===== src/shared/mls_defs.vh =====
// Purpose: Shared constants of the module low-speed control block.
// Assumes: Included by bare name from the controller, host and bench files.
// Notes: Memory map positions and timing figures live here only.
`ifndef MLS_DEFS_VH
`define MLS_DEFS_VH

// ==========================================================
// Clock and timing
`define MLS_CLK_MHZ 100
`define MLS_KHZ_PER_MHZ 1000
`define MLS_INIT_TIME_MS 2000
`define MLS_RST_MIN_US 10

// ==========================================================
// Serial bus framing
`define MLS_DEV_ADDR 7'h50
`define MLS_BYTE_BITS 4'h8
`define MLS_RW_READ 1'b1

// ==========================================================
// Management memory map
`define MLS_STATUS_ADDR 8'h02
`define MLS_FLAG_ADDR 8'h03
`define MLS_LANE_ADDR 8'h56
`define MLS_LANE_RESET 4'h0
`define MLS_FLAG_DONE_BIT 0
`define MLS_FLAG_FAULT_BIT 1

`endif


===== src/core/mls_ctrl.v =====
// Purpose: Low-speed management logic of a four-lane pluggable module.
// Assumes: sys_clk at 100 MHz; serial clock far slower than sys_clk.
// Notes: Serial slave has no clock stretching; pins sampled by 2 flops.
`include "mls_defs.vh"
`default_nettype none

module mls_ctrl #(
    parameter LANES = 4,
    parameter CNT_W = 28,
    parameter [CNT_W-1:0] INIT_CYCLES =
        `MLS_INIT_TIME_MS * `MLS_KHZ_PER_MHZ * `MLS_CLK_MHZ,
    parameter [CNT_W-1:0] RST_MIN_CYCLES = `MLS_RST_MIN_US * `MLS_CLK_MHZ,
    parameter [6:0] DEV_ADDR = `MLS_DEV_ADDR
) (
    input wire sys_clk,             // System clock
    input wire nrst,                // Synchronous reset, active low
    input wire module_select_n,     // Select pin, low enables serial
    input wire module_reset_n,      // Reset pin, active low
    input wire low_power_select,    // Low-power pin
    input wire scl_in,              // Serial clock pin level
    output wire scl_out,            // Serial clock drive value
    output wire scl_oe,             // Serial clock drive enable
    input wire sda_in,              // Serial data pin level
    output wire sda_out,            // Serial data drive value
    output wire sda_oe,             // Serial data drive enable
    output wire module_present_n,   // Presence pin, low when fitted
    output wire interrupt_n_out,    // Interrupt drive value
    output wire interrupt_n_oe,     // Interrupt sink enable
    input wire fault_event,         // Fault pulse from module logic
    output reg [LANES-1:0] lane_disable_reg, // Per-lane shutdown
    output reg high_power_ok_reg,   // High power class permitted
    output reg data_not_ready_reg,  // Status not yet valid
    output reg module_reset_reg     // Internal reset in progress
);

    localparam S_IDLE = 7'h01;
    localparam S_ADDR = 7'h02;
    localparam S_AACK = 7'h04;
    localparam S_WRX = 7'h08;
    localparam S_WACK = 7'h10;
    localparam S_RDX = 7'h20;
    localparam S_RACK = 7'h40;

    reg scl_s1, scl_s2, scl_s3;
    reg sda_s1, sda_s2, sda_s3;
    reg sel_s1, sel_s2;
    reg rst_s1, rst_s2;
    reg lp_s1, lp_s2;
    reg [CNT_W-1:0] low_cnt_reg;
    reg [CNT_W-1:0] init_cnt_reg;
    reg init_busy_reg;
    reg done_flag_reg;
    reg fault_flag_reg;
    reg [6:0] state_reg;
    reg [3:0] bit_cnt_reg;
    reg [7:0] shift_reg;
    reg [7:0] ptr_reg;
    reg ptr_valid_reg;
    reg rw_reg;
    reg sda_drv_reg;
    reg wr_en_reg;
    reg [7:0] wr_data_reg;
    reg [7:0] wr_addr_reg;
    reg flag_read_reg;
    wire [7:0] mem_rdata;
    reg [7:0] rd_byte;
    wire core_rst;
    wire scl_rise, scl_fall, bus_start, bus_stop;
    wire init_done;

    // ==========================================================
    // Pin synchronisers
    // Every pin passes two flops; third stage only for edges
    always @(posedge sys_clk) begin
        if (!nrst) begin
            scl_s1 <= 1'b1;
            scl_s2 <= 1'b1;
            scl_s3 <= 1'b1;
            sda_s1 <= 1'b1;
            sda_s2 <= 1'b1;
            sda_s3 <= 1'b1;
            sel_s1 <= 1'b1;
            sel_s2 <= 1'b1;
            rst_s1 <= 1'b1;
            rst_s2 <= 1'b1;
            lp_s1 <= 1'b1;
            lp_s2 <= 1'b1;
        end else begin
            scl_s1 <= scl_in;
            scl_s2 <= scl_s1;
            scl_s3 <= scl_s2;
            sda_s1 <= sda_in;
            sda_s2 <= sda_s1;
            sda_s3 <= sda_s2;
            sel_s1 <= module_select_n;
            sel_s2 <= sel_s1;
            rst_s1 <= module_reset_n;
            rst_s2 <= rst_s1;
            lp_s1 <= low_power_select;
            lp_s2 <= lp_s1;
        end
    end

    assign scl_rise = scl_s2 & ~scl_s3;
    assign scl_fall = ~scl_s2 & scl_s3;
    assign bus_start = scl_s2 & scl_s3 & ~sda_s2 & sda_s3;
    assign bus_stop = scl_s2 & scl_s3 & sda_s2 & ~sda_s3;

    // ==========================================================
    // Reset pulse filter and initialisation timer
    // Glitches shorter than the minimum never reach the core
    always @(posedge sys_clk) begin
        if (!nrst) begin
            low_cnt_reg <= {CNT_W{1'b0}};
            module_reset_reg <= 1'b0;
            init_busy_reg <= 1'b1;  // power-up runs the same init
            init_cnt_reg <= {CNT_W{1'b0}};
        end else if (!rst_s2) begin
            if (low_cnt_reg >= RST_MIN_CYCLES - 1'b1) begin
                module_reset_reg <= 1'b1;
            end else begin
                low_cnt_reg <= low_cnt_reg + 1'b1;
            end
        end else begin
            low_cnt_reg <= {CNT_W{1'b0}};
            if (module_reset_reg) begin
                module_reset_reg <= 1'b0;
                init_busy_reg <= 1'b1;
                init_cnt_reg <= {CNT_W{1'b0}};
            end else if (init_busy_reg) begin
                if (init_done) begin
                    init_busy_reg <= 1'b0;
                end else begin
                    init_cnt_reg <= init_cnt_reg + 1'b1;
                end
            end
        end
    end

    assign init_done = init_busy_reg && (init_cnt_reg >= INIT_CYCLES - 1'b1);
    assign core_rst = !nrst || module_reset_reg;

    // ==========================================================
    // Status, flags and settings
    // Set wins over read-clear; an event set as the read byte loads is cleared unread
    always @(posedge sys_clk) begin
        if (core_rst) begin
            data_not_ready_reg <= 1'b1;
            done_flag_reg <= 1'b0;
            fault_flag_reg <= 1'b0;
            lane_disable_reg <= `MLS_LANE_RESET;
            high_power_ok_reg <= 1'b0;
        end else begin
            if (init_done) begin
                data_not_ready_reg <= 1'b0;
            end
            done_flag_reg <= init_done | (done_flag_reg & ~flag_read_reg);
            fault_flag_reg <= fault_event | (fault_flag_reg & ~flag_read_reg);
            high_power_ok_reg <= ~lp_s2;
            if (wr_en_reg && wr_addr_reg == `MLS_LANE_ADDR) begin
                lane_disable_reg <= wr_data_reg[LANES-1:0];
            end
        end
    end

    // ==========================================================
    // Live bytes override memory contents
    always @* begin
        case (ptr_reg)
            `MLS_STATUS_ADDR: rd_byte = {7'h00, data_not_ready_reg};
            `MLS_FLAG_ADDR: rd_byte = {6'h00, fault_flag_reg, done_flag_reg};
            `MLS_LANE_ADDR: rd_byte = {{(8-LANES){1'b0}}, lane_disable_reg};
            default: rd_byte = mem_rdata;
        endcase
    end

    // ==========================================================
    // Two-wire slave
    // Deselect aborts any transfer and releases the data line
    always @(posedge sys_clk) begin
        if (core_rst) begin
            state_reg <= S_IDLE;
            bit_cnt_reg <= 4'h0;
            shift_reg <= 8'h00;
            ptr_reg <= 8'h00;
            ptr_valid_reg <= 1'b0;
            rw_reg <= 1'b0;
            sda_drv_reg <= 1'b0;
            wr_en_reg <= 1'b0;
            wr_addr_reg <= 8'h00;
            wr_data_reg <= 8'h00;
            flag_read_reg <= 1'b0;
        end else begin
            wr_en_reg <= 1'b0;
            flag_read_reg <= 1'b0;
            if (sel_s2 || bus_stop) begin
                state_reg <= S_IDLE;
                sda_drv_reg <= 1'b0;
            end else if (bus_start) begin
                state_reg <= S_ADDR;
                bit_cnt_reg <= 4'h0;
                sda_drv_reg <= 1'b0;
            end else begin
                case (state_reg)
                    S_ADDR: begin
                        if (scl_rise) begin
                            shift_reg <= {shift_reg[6:0], sda_s2};
                            bit_cnt_reg <= bit_cnt_reg + 1'b1;
                        end else if (scl_fall && bit_cnt_reg == `MLS_BYTE_BITS) begin
                            if (shift_reg[7:1] == DEV_ADDR) begin
                                sda_drv_reg <= 1'b1;
                                rw_reg <= shift_reg[0];
                                state_reg <= S_AACK;
                            end else begin
                                state_reg <= S_IDLE;
                            end
                        end
                    end
                    S_AACK: begin
                        if (scl_fall) begin
                            bit_cnt_reg <= 4'h0;
                            if (rw_reg == `MLS_RW_READ) begin
                                shift_reg <= rd_byte;
                                sda_drv_reg <= ~rd_byte[7];
                                flag_read_reg <= (ptr_reg == `MLS_FLAG_ADDR);
                                state_reg <= S_RDX;
                            end else begin
                                sda_drv_reg <= 1'b0;
                                ptr_valid_reg <= 1'b0;
                                state_reg <= S_WRX;
                            end
                        end
                    end
                    S_WRX: begin
                        if (scl_rise) begin
                            shift_reg <= {shift_reg[6:0], sda_s2};
                            bit_cnt_reg <= bit_cnt_reg + 1'b1;
                        end else if (scl_fall && bit_cnt_reg == `MLS_BYTE_BITS) begin
                            sda_drv_reg <= 1'b1;
                            state_reg <= S_WACK;
                            if (!ptr_valid_reg) begin
                                ptr_reg <= shift_reg;
                                ptr_valid_reg <= 1'b1;
                            end else begin
                                wr_en_reg <= 1'b1;
                                wr_addr_reg <= ptr_reg;
                                wr_data_reg <= shift_reg;
                                ptr_reg <= ptr_reg + 1'b1;
                            end
                        end
                    end
                    S_WACK: begin
                        if (scl_fall) begin
                            sda_drv_reg <= 1'b0;
                            bit_cnt_reg <= 4'h0;
                            state_reg <= S_WRX;
                        end
                    end
                    S_RDX: begin
                        if (scl_rise) begin
                            bit_cnt_reg <= bit_cnt_reg + 1'b1;
                        end else if (scl_fall) begin
                            if (bit_cnt_reg == `MLS_BYTE_BITS) begin
                                sda_drv_reg <= 1'b0;
                                state_reg <= S_RACK;
                            end else begin
                                shift_reg <= {shift_reg[6:0], 1'b0};
                                sda_drv_reg <= ~shift_reg[6];
                            end
                        end
                    end
                    S_RACK: begin
                        if (scl_rise) begin
                            if (sda_s2) begin
                                state_reg <= S_IDLE;  // master ended the read
                            end else begin
                                ptr_reg <= ptr_reg + 1'b1;
                            end
                        end else if (scl_fall) begin
                            bit_cnt_reg <= 4'h0;
                            shift_reg <= rd_byte;
                            sda_drv_reg <= ~rd_byte[7];
                            flag_read_reg <= (ptr_reg == `MLS_FLAG_ADDR);
                            state_reg <= S_RDX;
                        end
                    end
                    S_IDLE: begin
                        sda_drv_reg <= 1'b0;
                    end
                    default: begin
                        state_reg <= S_IDLE;
                        sda_drv_reg <= 1'b0;
                    end
                endcase
            end
        end
    end

    // ==========================================================
    // Management memory for bytes without live logic
    mls_mem #(
        .AW(8),
        .DW(8)
    ) u_mem (
        .sys_clk(sys_clk),
        .wr_en(wr_en_reg),
        .wr_addr(wr_addr_reg),
        .wr_data(wr_data_reg),
        .rd_addr(ptr_reg),
        .rd_data(mem_rdata)
    );

    // ==========================================================
    // Pin drivers: only sink or release, pull-ups give the high
    assign sda_out = 1'b0;
    assign sda_oe = sda_drv_reg;
    assign scl_out = 1'b0;  // no clock stretching
    assign scl_oe = 1'b0;
    assign module_present_n = 1'b0;
    assign interrupt_n_out = 1'b0;
    assign interrupt_n_oe = done_flag_reg | fault_flag_reg;

endmodule
`default_nettype wire


===== src/core/mls_mem.v =====
// Purpose: Byte-wide management memory with registered read data.
// Assumes: Single clock, one write port, one read port.
// Notes: Contents are not cleared by reset; only live bytes are.
`default_nettype none

module mls_mem #(
    parameter AW = 8,
    parameter DW = 8
) (
    input wire sys_clk,           // System clock
    input wire wr_en,             // Write strobe
    input wire [AW-1:0] wr_addr,  // Write address
    input wire [DW-1:0] wr_data,  // Write data
    input wire [AW-1:0] rd_addr,  // Read address
    output reg [DW-1:0] rd_data   // Read data, one cycle late
);

    reg [DW-1:0] mem [0:(1<<AW)-1];

    // ==========================================================
    // Storage
    // Write and registered read
    always @(posedge sys_clk) begin
        if (wr_en) begin
            mem[wr_addr] <= wr_data;
        end
        rd_data <= mem[rd_addr];
    end

endmodule
`default_nettype wire


===== config.mk =====
export PLATFORM = sky130hd
export DESIGN_NAME = mls_ctrl
export DESIGN_NICKNAME = d
export VERILOG_FILES = /design/src/core/mls_ctrl.v /design/src/core/mls_mem.v
export VERILOG_INCLUDE_DIRS = /design/src /design/src/shared
export SDC_FILE = /design/constraint.sdc
export NUM_CORES = 2
export LEC_CHECK = 0
export ABC_CLOCK_PERIOD_IN_PS = 4300
export BUFFER_PORTS_ARGS = -buffer_cell sky130_fd_sc_hd__buf_4
export CAP_MARGIN = 10
export CORE_MARGIN = 5
export CORE_UTILIZATION = 40
export CTS_CLUSTER_DIAMETER = 150
export DETAILED_ROUTE_END_ITERATION = 8
export PLACE_DENSITY_LB_ADDON = 0.08
export SYNTH_ARGS = -nofsm -noshare
export SYNTH_HDL_FRONTEND = slang
export SYNTH_SLANG_ARGS = --single-unit

===== constraint.sdc =====
create_clock -name sys_clk -period 4.3 [get_ports sys_clk]
set_clock_uncertainty 0.05 [all_clocks]
set_input_delay 0.215 -clock sys_clk [delete_from_list [all_inputs] [get_ports sys_clk]]
set_output_delay 0.215 -clock sys_clk [all_outputs]
set_load 0.05 [all_outputs]

After elaboration in Yosys (flattened, before gate mapping)
Memory sizes are Yosys's and may differ from the RTL's. A register that Yosys moved wholly into a read port is not among the register bits.
Index checks and enable logic that the tools add are counted.
{"block": "totals", "mem_bits_ro": 0, "mem_bits_rw": 2048, "reg_bits": 126, "latch_bits": 0, "memories": 1, "wordCells": 211, "output_inout_bits": 14, "in_bits": 8}
{"block": "op_classes", "div_mod_pow": 0, "n_mul": 0, "n_lt_le_gt_ge": 2, "n_shift": 0, "bitwise": 27, "n_addsub": 4, "reduce_logical": 28, "mux": 68, "eq_ne": 48}
{"memory": "u_mem.mem", "words": 256, "width": 8, "read_ports": 1, "rd_ports_with_merged_regs": 1, "wr": 1, "line_no": "mls_mem.v:18", "rtl": "reg [DW-1:0] mem [0:(1<<AW)-1];"}
{"cell": "$mux 8", "n": 13}
{"cell": "$mux 28", "n": 3}
{"cell": "$mux 7", "n": 12}
{"cell": "$add 28x1->28 const B", "n": 2}
{"cell": "$pmux 7 s7", "n": 1}
{"cell": "$ne 2x2->1 const B", "n": 19}
{"cell": "$ne 3x3->1 const B", "n": 12}
{"cell": "$pmux 8 s4", "n": 1}
{"cell": "$ge 28x10->1 const B", "n": 1}
{"cell": "$ge 28x28->1 const B", "n": 1}
{"cell": "$mux 1", "n": 25}
{"cell": "$pmux 8 s3", "n": 1}
{"cell": "$reduce_and 12->1", "n": 2}
{"cell": "$reduce_and 11->1", "n": 2}
{"cell": "$eq 8x2->1 const B", "n": 2}
{"cell": "$eq 8x7->1 const B", "n": 2}
{"cell": "$mux 4", "n": 4}
{"cell": "$pmux 8 s2", "n": 1}
{"cell": "$not 1->1", "n": 15}
{"cell": "$eq 7x7->1 const B", "n": 2}
{"cell": "$reduce_and 7->1", "n": 2}
{"cell": "$pmux 4 s3", "n": 1}
{"cell": "$reduce_and 6->1", "n": 2}
{"cell": "$and 1x1->1", "n": 9}
{"cell": "28 further kinds", "n": 42}

Depth between registers and ports, before layout
{"block": "logic_depth", "word_depth": 7, "mapped_depth": 14, "ltp_nobuf": 9}

Hierarchy
Synthesis repeated with hierarchy kept, for this count alone.
{"block": "unflattened", "hier_cells": 4429, "area_unflattened_um2": 85495.7}
{"module": "mls_mem", "seq_area_each_um2": 61659.1, "n_inst": 1, "area_each_um2": 79556.3, "cells_each": 3733}
{"module": "mls_ctrl", "seq_area_each_um2": 2522.4, "n_inst": 1, "area_each_um2": 5939.4, "cells_each": 696}

Least setup slack after synthesis
No wires, ideal clock.
{"block": "synth_timing", "kind": "flip-flop to flip-flop", "start": "register wr_data_reg[0]", "end": "memory u_mem.mem[0][0] (data pin)", "period_less_slack_ns": 4.321, "t_required_ns": 3.391, "path_slack_ns": -0.021, "arrival_time_ns": 3.412, "path_stages_with_launch": 1, "n_path_buf": 0, "setup_ns": 0.859, "path_cell_list": "dfxtp_1"}
{"item": "start: declaration", "line_no": "mls_ctrl.v:62", "rtl": "reg [7:0] wr_data_reg;"}
{"item": "start signal: assignment", "line_no": "mls_ctrl.v:247", "rtl": "wr_data_reg <= shift_reg;"}
{"item": "end: declaration", "line_no": "mls_mem.v:18"}
No word-level cell before the write port.

==> results.yml <==
run_status:
  status: "finished clean"
critical_path:
  arrival_ns: 4.81
  path_class: "reg -> reg"
  critPathLaunch: "ptr_reg[0]"
  reg2reg_from: "ptr_reg[0]"
  cpPeakStageDelay_ns: 0.93
  end_kind: "register"
  slowest_stage: "o32ai_1"
  start_kind: "register"
  crit_path_max_fanout: 17
  worstPathRequired_ns: 4.96
  critical-path-top-delay-family: "compound AO/OA/AOI/OAI gates"
  cp_cell_sequence: "buf_4 > nor2b_4 > buf_4 > a21oi_1 > a31oi_1 > nand4_1 > o32ai_1 > nor3_1"
  cpMostUsedCell: "buf_4"
  crit_buf_inv: 2
sta:
  hold_slack_ns: 0.0830
  final.setup.tns_ns: 0
  fin_crit_sh_pct: 96.7
  maxSlewHeadroom_pct: 17.4
  timing_hold_violations_final: 0
  drv_slew: 0
  clock.fmax_mhz: 240
  max_slew.worst_pin.slew_ns: 1.23
  finalCriticalPeriod_ns: 4.16
  setup_viol: 0
  rsz0062_at_grt: "false"
routing:
  dr.first_iter.drc_count: 4303
  drt_pass1_iterations: 6
  post_drt_wl_per_cell_microns: 32.1
  postRouteWirelength_microns: 248000
  post-route-drc-count: 0
  ant_nets: 0
  viasPerCell: 5.68
  via_count: 43900
place:
  place_congestion: 0.851
  port_buffers: 16
  hpwl_microns: 159000
finish:
  layout.nets: 4720
  multi_input_area_sq_um: 19700
  drive_gt1_share_pct: 25.3
  area_delta_synth_final_pct: 15.7
  utilization_pct: 46.5
  largest_reg_flops: 2048
  fillCellCount: 17900
  regArea_sq_um: 64200
floorplanning:
  num_rows: 169
  die_h_microns: 472
  die-area_sq_um: 223000
  start_util_pct: 40.2
  die_w_microns: 472
  core_sq_um: 212000
  pin_count: 22
synth:
  synth_cell_types: 82
  yosysMostFrequentCell: "edfxtp_1"
  async_flop_share_pct: 0
  synth_edf_count: 2048
  postSynthAreaPerCell_sq_um: 19.6
  netlist_area_sq_um: 85300
  ys_seq_elements: 2182
  yosys.area.top_type: "edfxtp_1"
  ys_seq_area_share_pct: 75.2
  ys.flop_type: "edfxtp_1"
  synth_top_area_share_pct: 72.1
  synthCells: 4347
  synthTopCellsByCount: "edfxtp_1 (2048), mux4_2 (484), nor2_1 (354)"
  yosysWarnings: 0
  synthTopCellsByArea: "edfxtp_1 (72%), mux4_2 (13%), dfxtp_1 (3.1%)"
grt:
  grt_usage_pct: 22.1
  antenna_found_initial: 9
  grt_pass1_wl_microns: 350000
  grt_pass1_vias: 44900
  overflow: 0
  grt_max_degree: 168
power_and_ir_drop:
  power.density_cell_area_nw_per_um2: 438
  ir_worst_vdd_mv: 0.421
  p_leak_nw: 25.1
  p_total_mw: 43.2
clock_network:
  htreeDepth: 4
  cts_tree: "built"
  clock_latency_ns: 0.86
  cts.sink_count: 2182
  cts_buffer_depth: 3
  cts_buffers: 231
  cts_root_buf: "clkbuf_16"
  cts_resized: 0
  clk_pin_slew_ns: 0.06
worst_hold_path:
  hold_class: "in -> reg"
  hold_start: "fault_event"
run:
  max_cap_violations: 0
==> logic make-up (layout without fill, tap and decap cells) <==
| logic type | count (synthesis) | count (layout) | share of synthesized area (%) |
|---|---|---|---|
| xor gates and xnor gates | 16 | 16 | 0.164 |
| and+or+nand+nor | 750 | 750 | 4.07 |
| adders and majority gates | 9 | 9 | 0.132 |
| DFF | 2182 | 2182 | 75.2 |
| AOI/OAI and AO/OA | 407 | 407 | 3.30 |
| buffers and inverters | 289 | 840 | 1.77 |
| muxes | 693 | 693 | 15.3 |
| other | 1 | 8 | 0.00440 |
==> stage by stage <==
step / std cells / worst slack [ns] / area [sq um]
floorplan: 4351 / 1.66 / 85300
global placement: 7275 / 0.173 / 90800
detailed placement: 7275 / 0.161 / 90800
CTS: 7723 / 0.146 / 98700
global route: 7724 / 0.0302 / 98700
finish: 7726 / 0.142 / 98700
==> per-layer routing <==
metal / vias to the layer above / part of all wire [%] / GRT usage [%]
li1: 18500 / - / -
met1: 23600 / 43 / 30.9
met2: 1384 / 48 / 35.4
met3: 345 / 6.3 / 4.47
met4: 2 / 3.2 / 6.65
met5: - / 0.0044 / 0
==> where the power goes <==
group	switching (mW)	leakage [nW]	internal, mW
logic	0.0527	6.14	0.0279
registers	0.00746	15.2	22.9
clock network	8.36	3.77	11.9
==> worst reg2reg max path, delay by kind of cell, from the launching register on <==
kind / cells / cell delay, ns
AO/OA/AOI/OAI: 3 / 1.49
flip-flops: 1 / 0.74
buffers and inverters: 2 / 0.73
AND/OR/NAND/NOR: 3 / 0.98
==> final timing paths <==
check | cells past startpoint | to | slack, ns
hold / removal | 4 | fault_flag_reg | 0.08
setup reg to reg | 8 | u_mem.rd_data[4] | 0.14
setup / recovery | 8 | u_mem.rd_data[4] | 0.14
hold reg to reg | 1 | high_power_ok_reg | 0.34
==> final cells by class <==
cell class	instances	share of cell area [%]
Sequential cell	2182	65.1
Multi-Input combinational cell	1880	20.0
Timing Repair Buffer	378	3.40
Tap cell	2821	3.58
Antenna cell	3	0.00760
Inverter	30	0.114
Clock buffer	302	6.30
Clock inverter	130	1.53
==> layout by cell type (no fill, tap or decap), drive strengths merged, types with 7 or more instances in the layout <==
| master | Yosys | routed |
|---|---|---|
| o22ai | 12 | 12 |
| ha | 9 | 9 |
| nor2b | 20 | 20 |
| mux2i | 204 | 204 |
| a221oi | 24 | 24 |
| dfxtp | 134 | 134 |
| and3 | 7 | 7 |
| a22o | 19 | 19 |
| or4 | 13 | 13 |
| a211oi | 22 | 22 |
| or3 | 20 | 20 |
| xnor2 | 7 | 7 |
| o211ai | 13 | 13 |
| clkbuf | 107 | 302 |
| nor3 | 22 | 22 |
| a22oi | 94 | 94 |
| nand2b | 20 | 20 |
| mux4 | 489 | 489 |
| dlygate4sd3 | 0 | 16 |
| nand3 | 65 | 65 |
| and2 | 24 | 24 |
| nor2 | 354 | 354 |
| nor4 | 8 | 8 |
| edfxtp | 2048 | 2048 |
| bufinv | 0 | 29 |
| o31ai | 10 | 10 |
| xor2 | 9 | 9 |
| o221ai | 7 | 7 |
| buf | 152 | 362 |
| clkinvlp | 0 | 8 |
| o21ai | 49 | 49 |
| a31oi | 11 | 11 |
| inv | 30 | 38 |
| nand4 | 31 | 31 |
| a21oi | 104 | 104 |
| clkinv | 0 | 85 |
| nand2 | 135 | 135 |
==> what timing repair did <==
| item | 4_1_cts | 5_1_grt |
|---|---|---|
| buffers inserted | 0 | 0 |
| endpoints found under the hold margin | 29 | 0 |
| hold buffers | 16 | 0 |
Note: power is estimated with default switching activity, not from simulation.
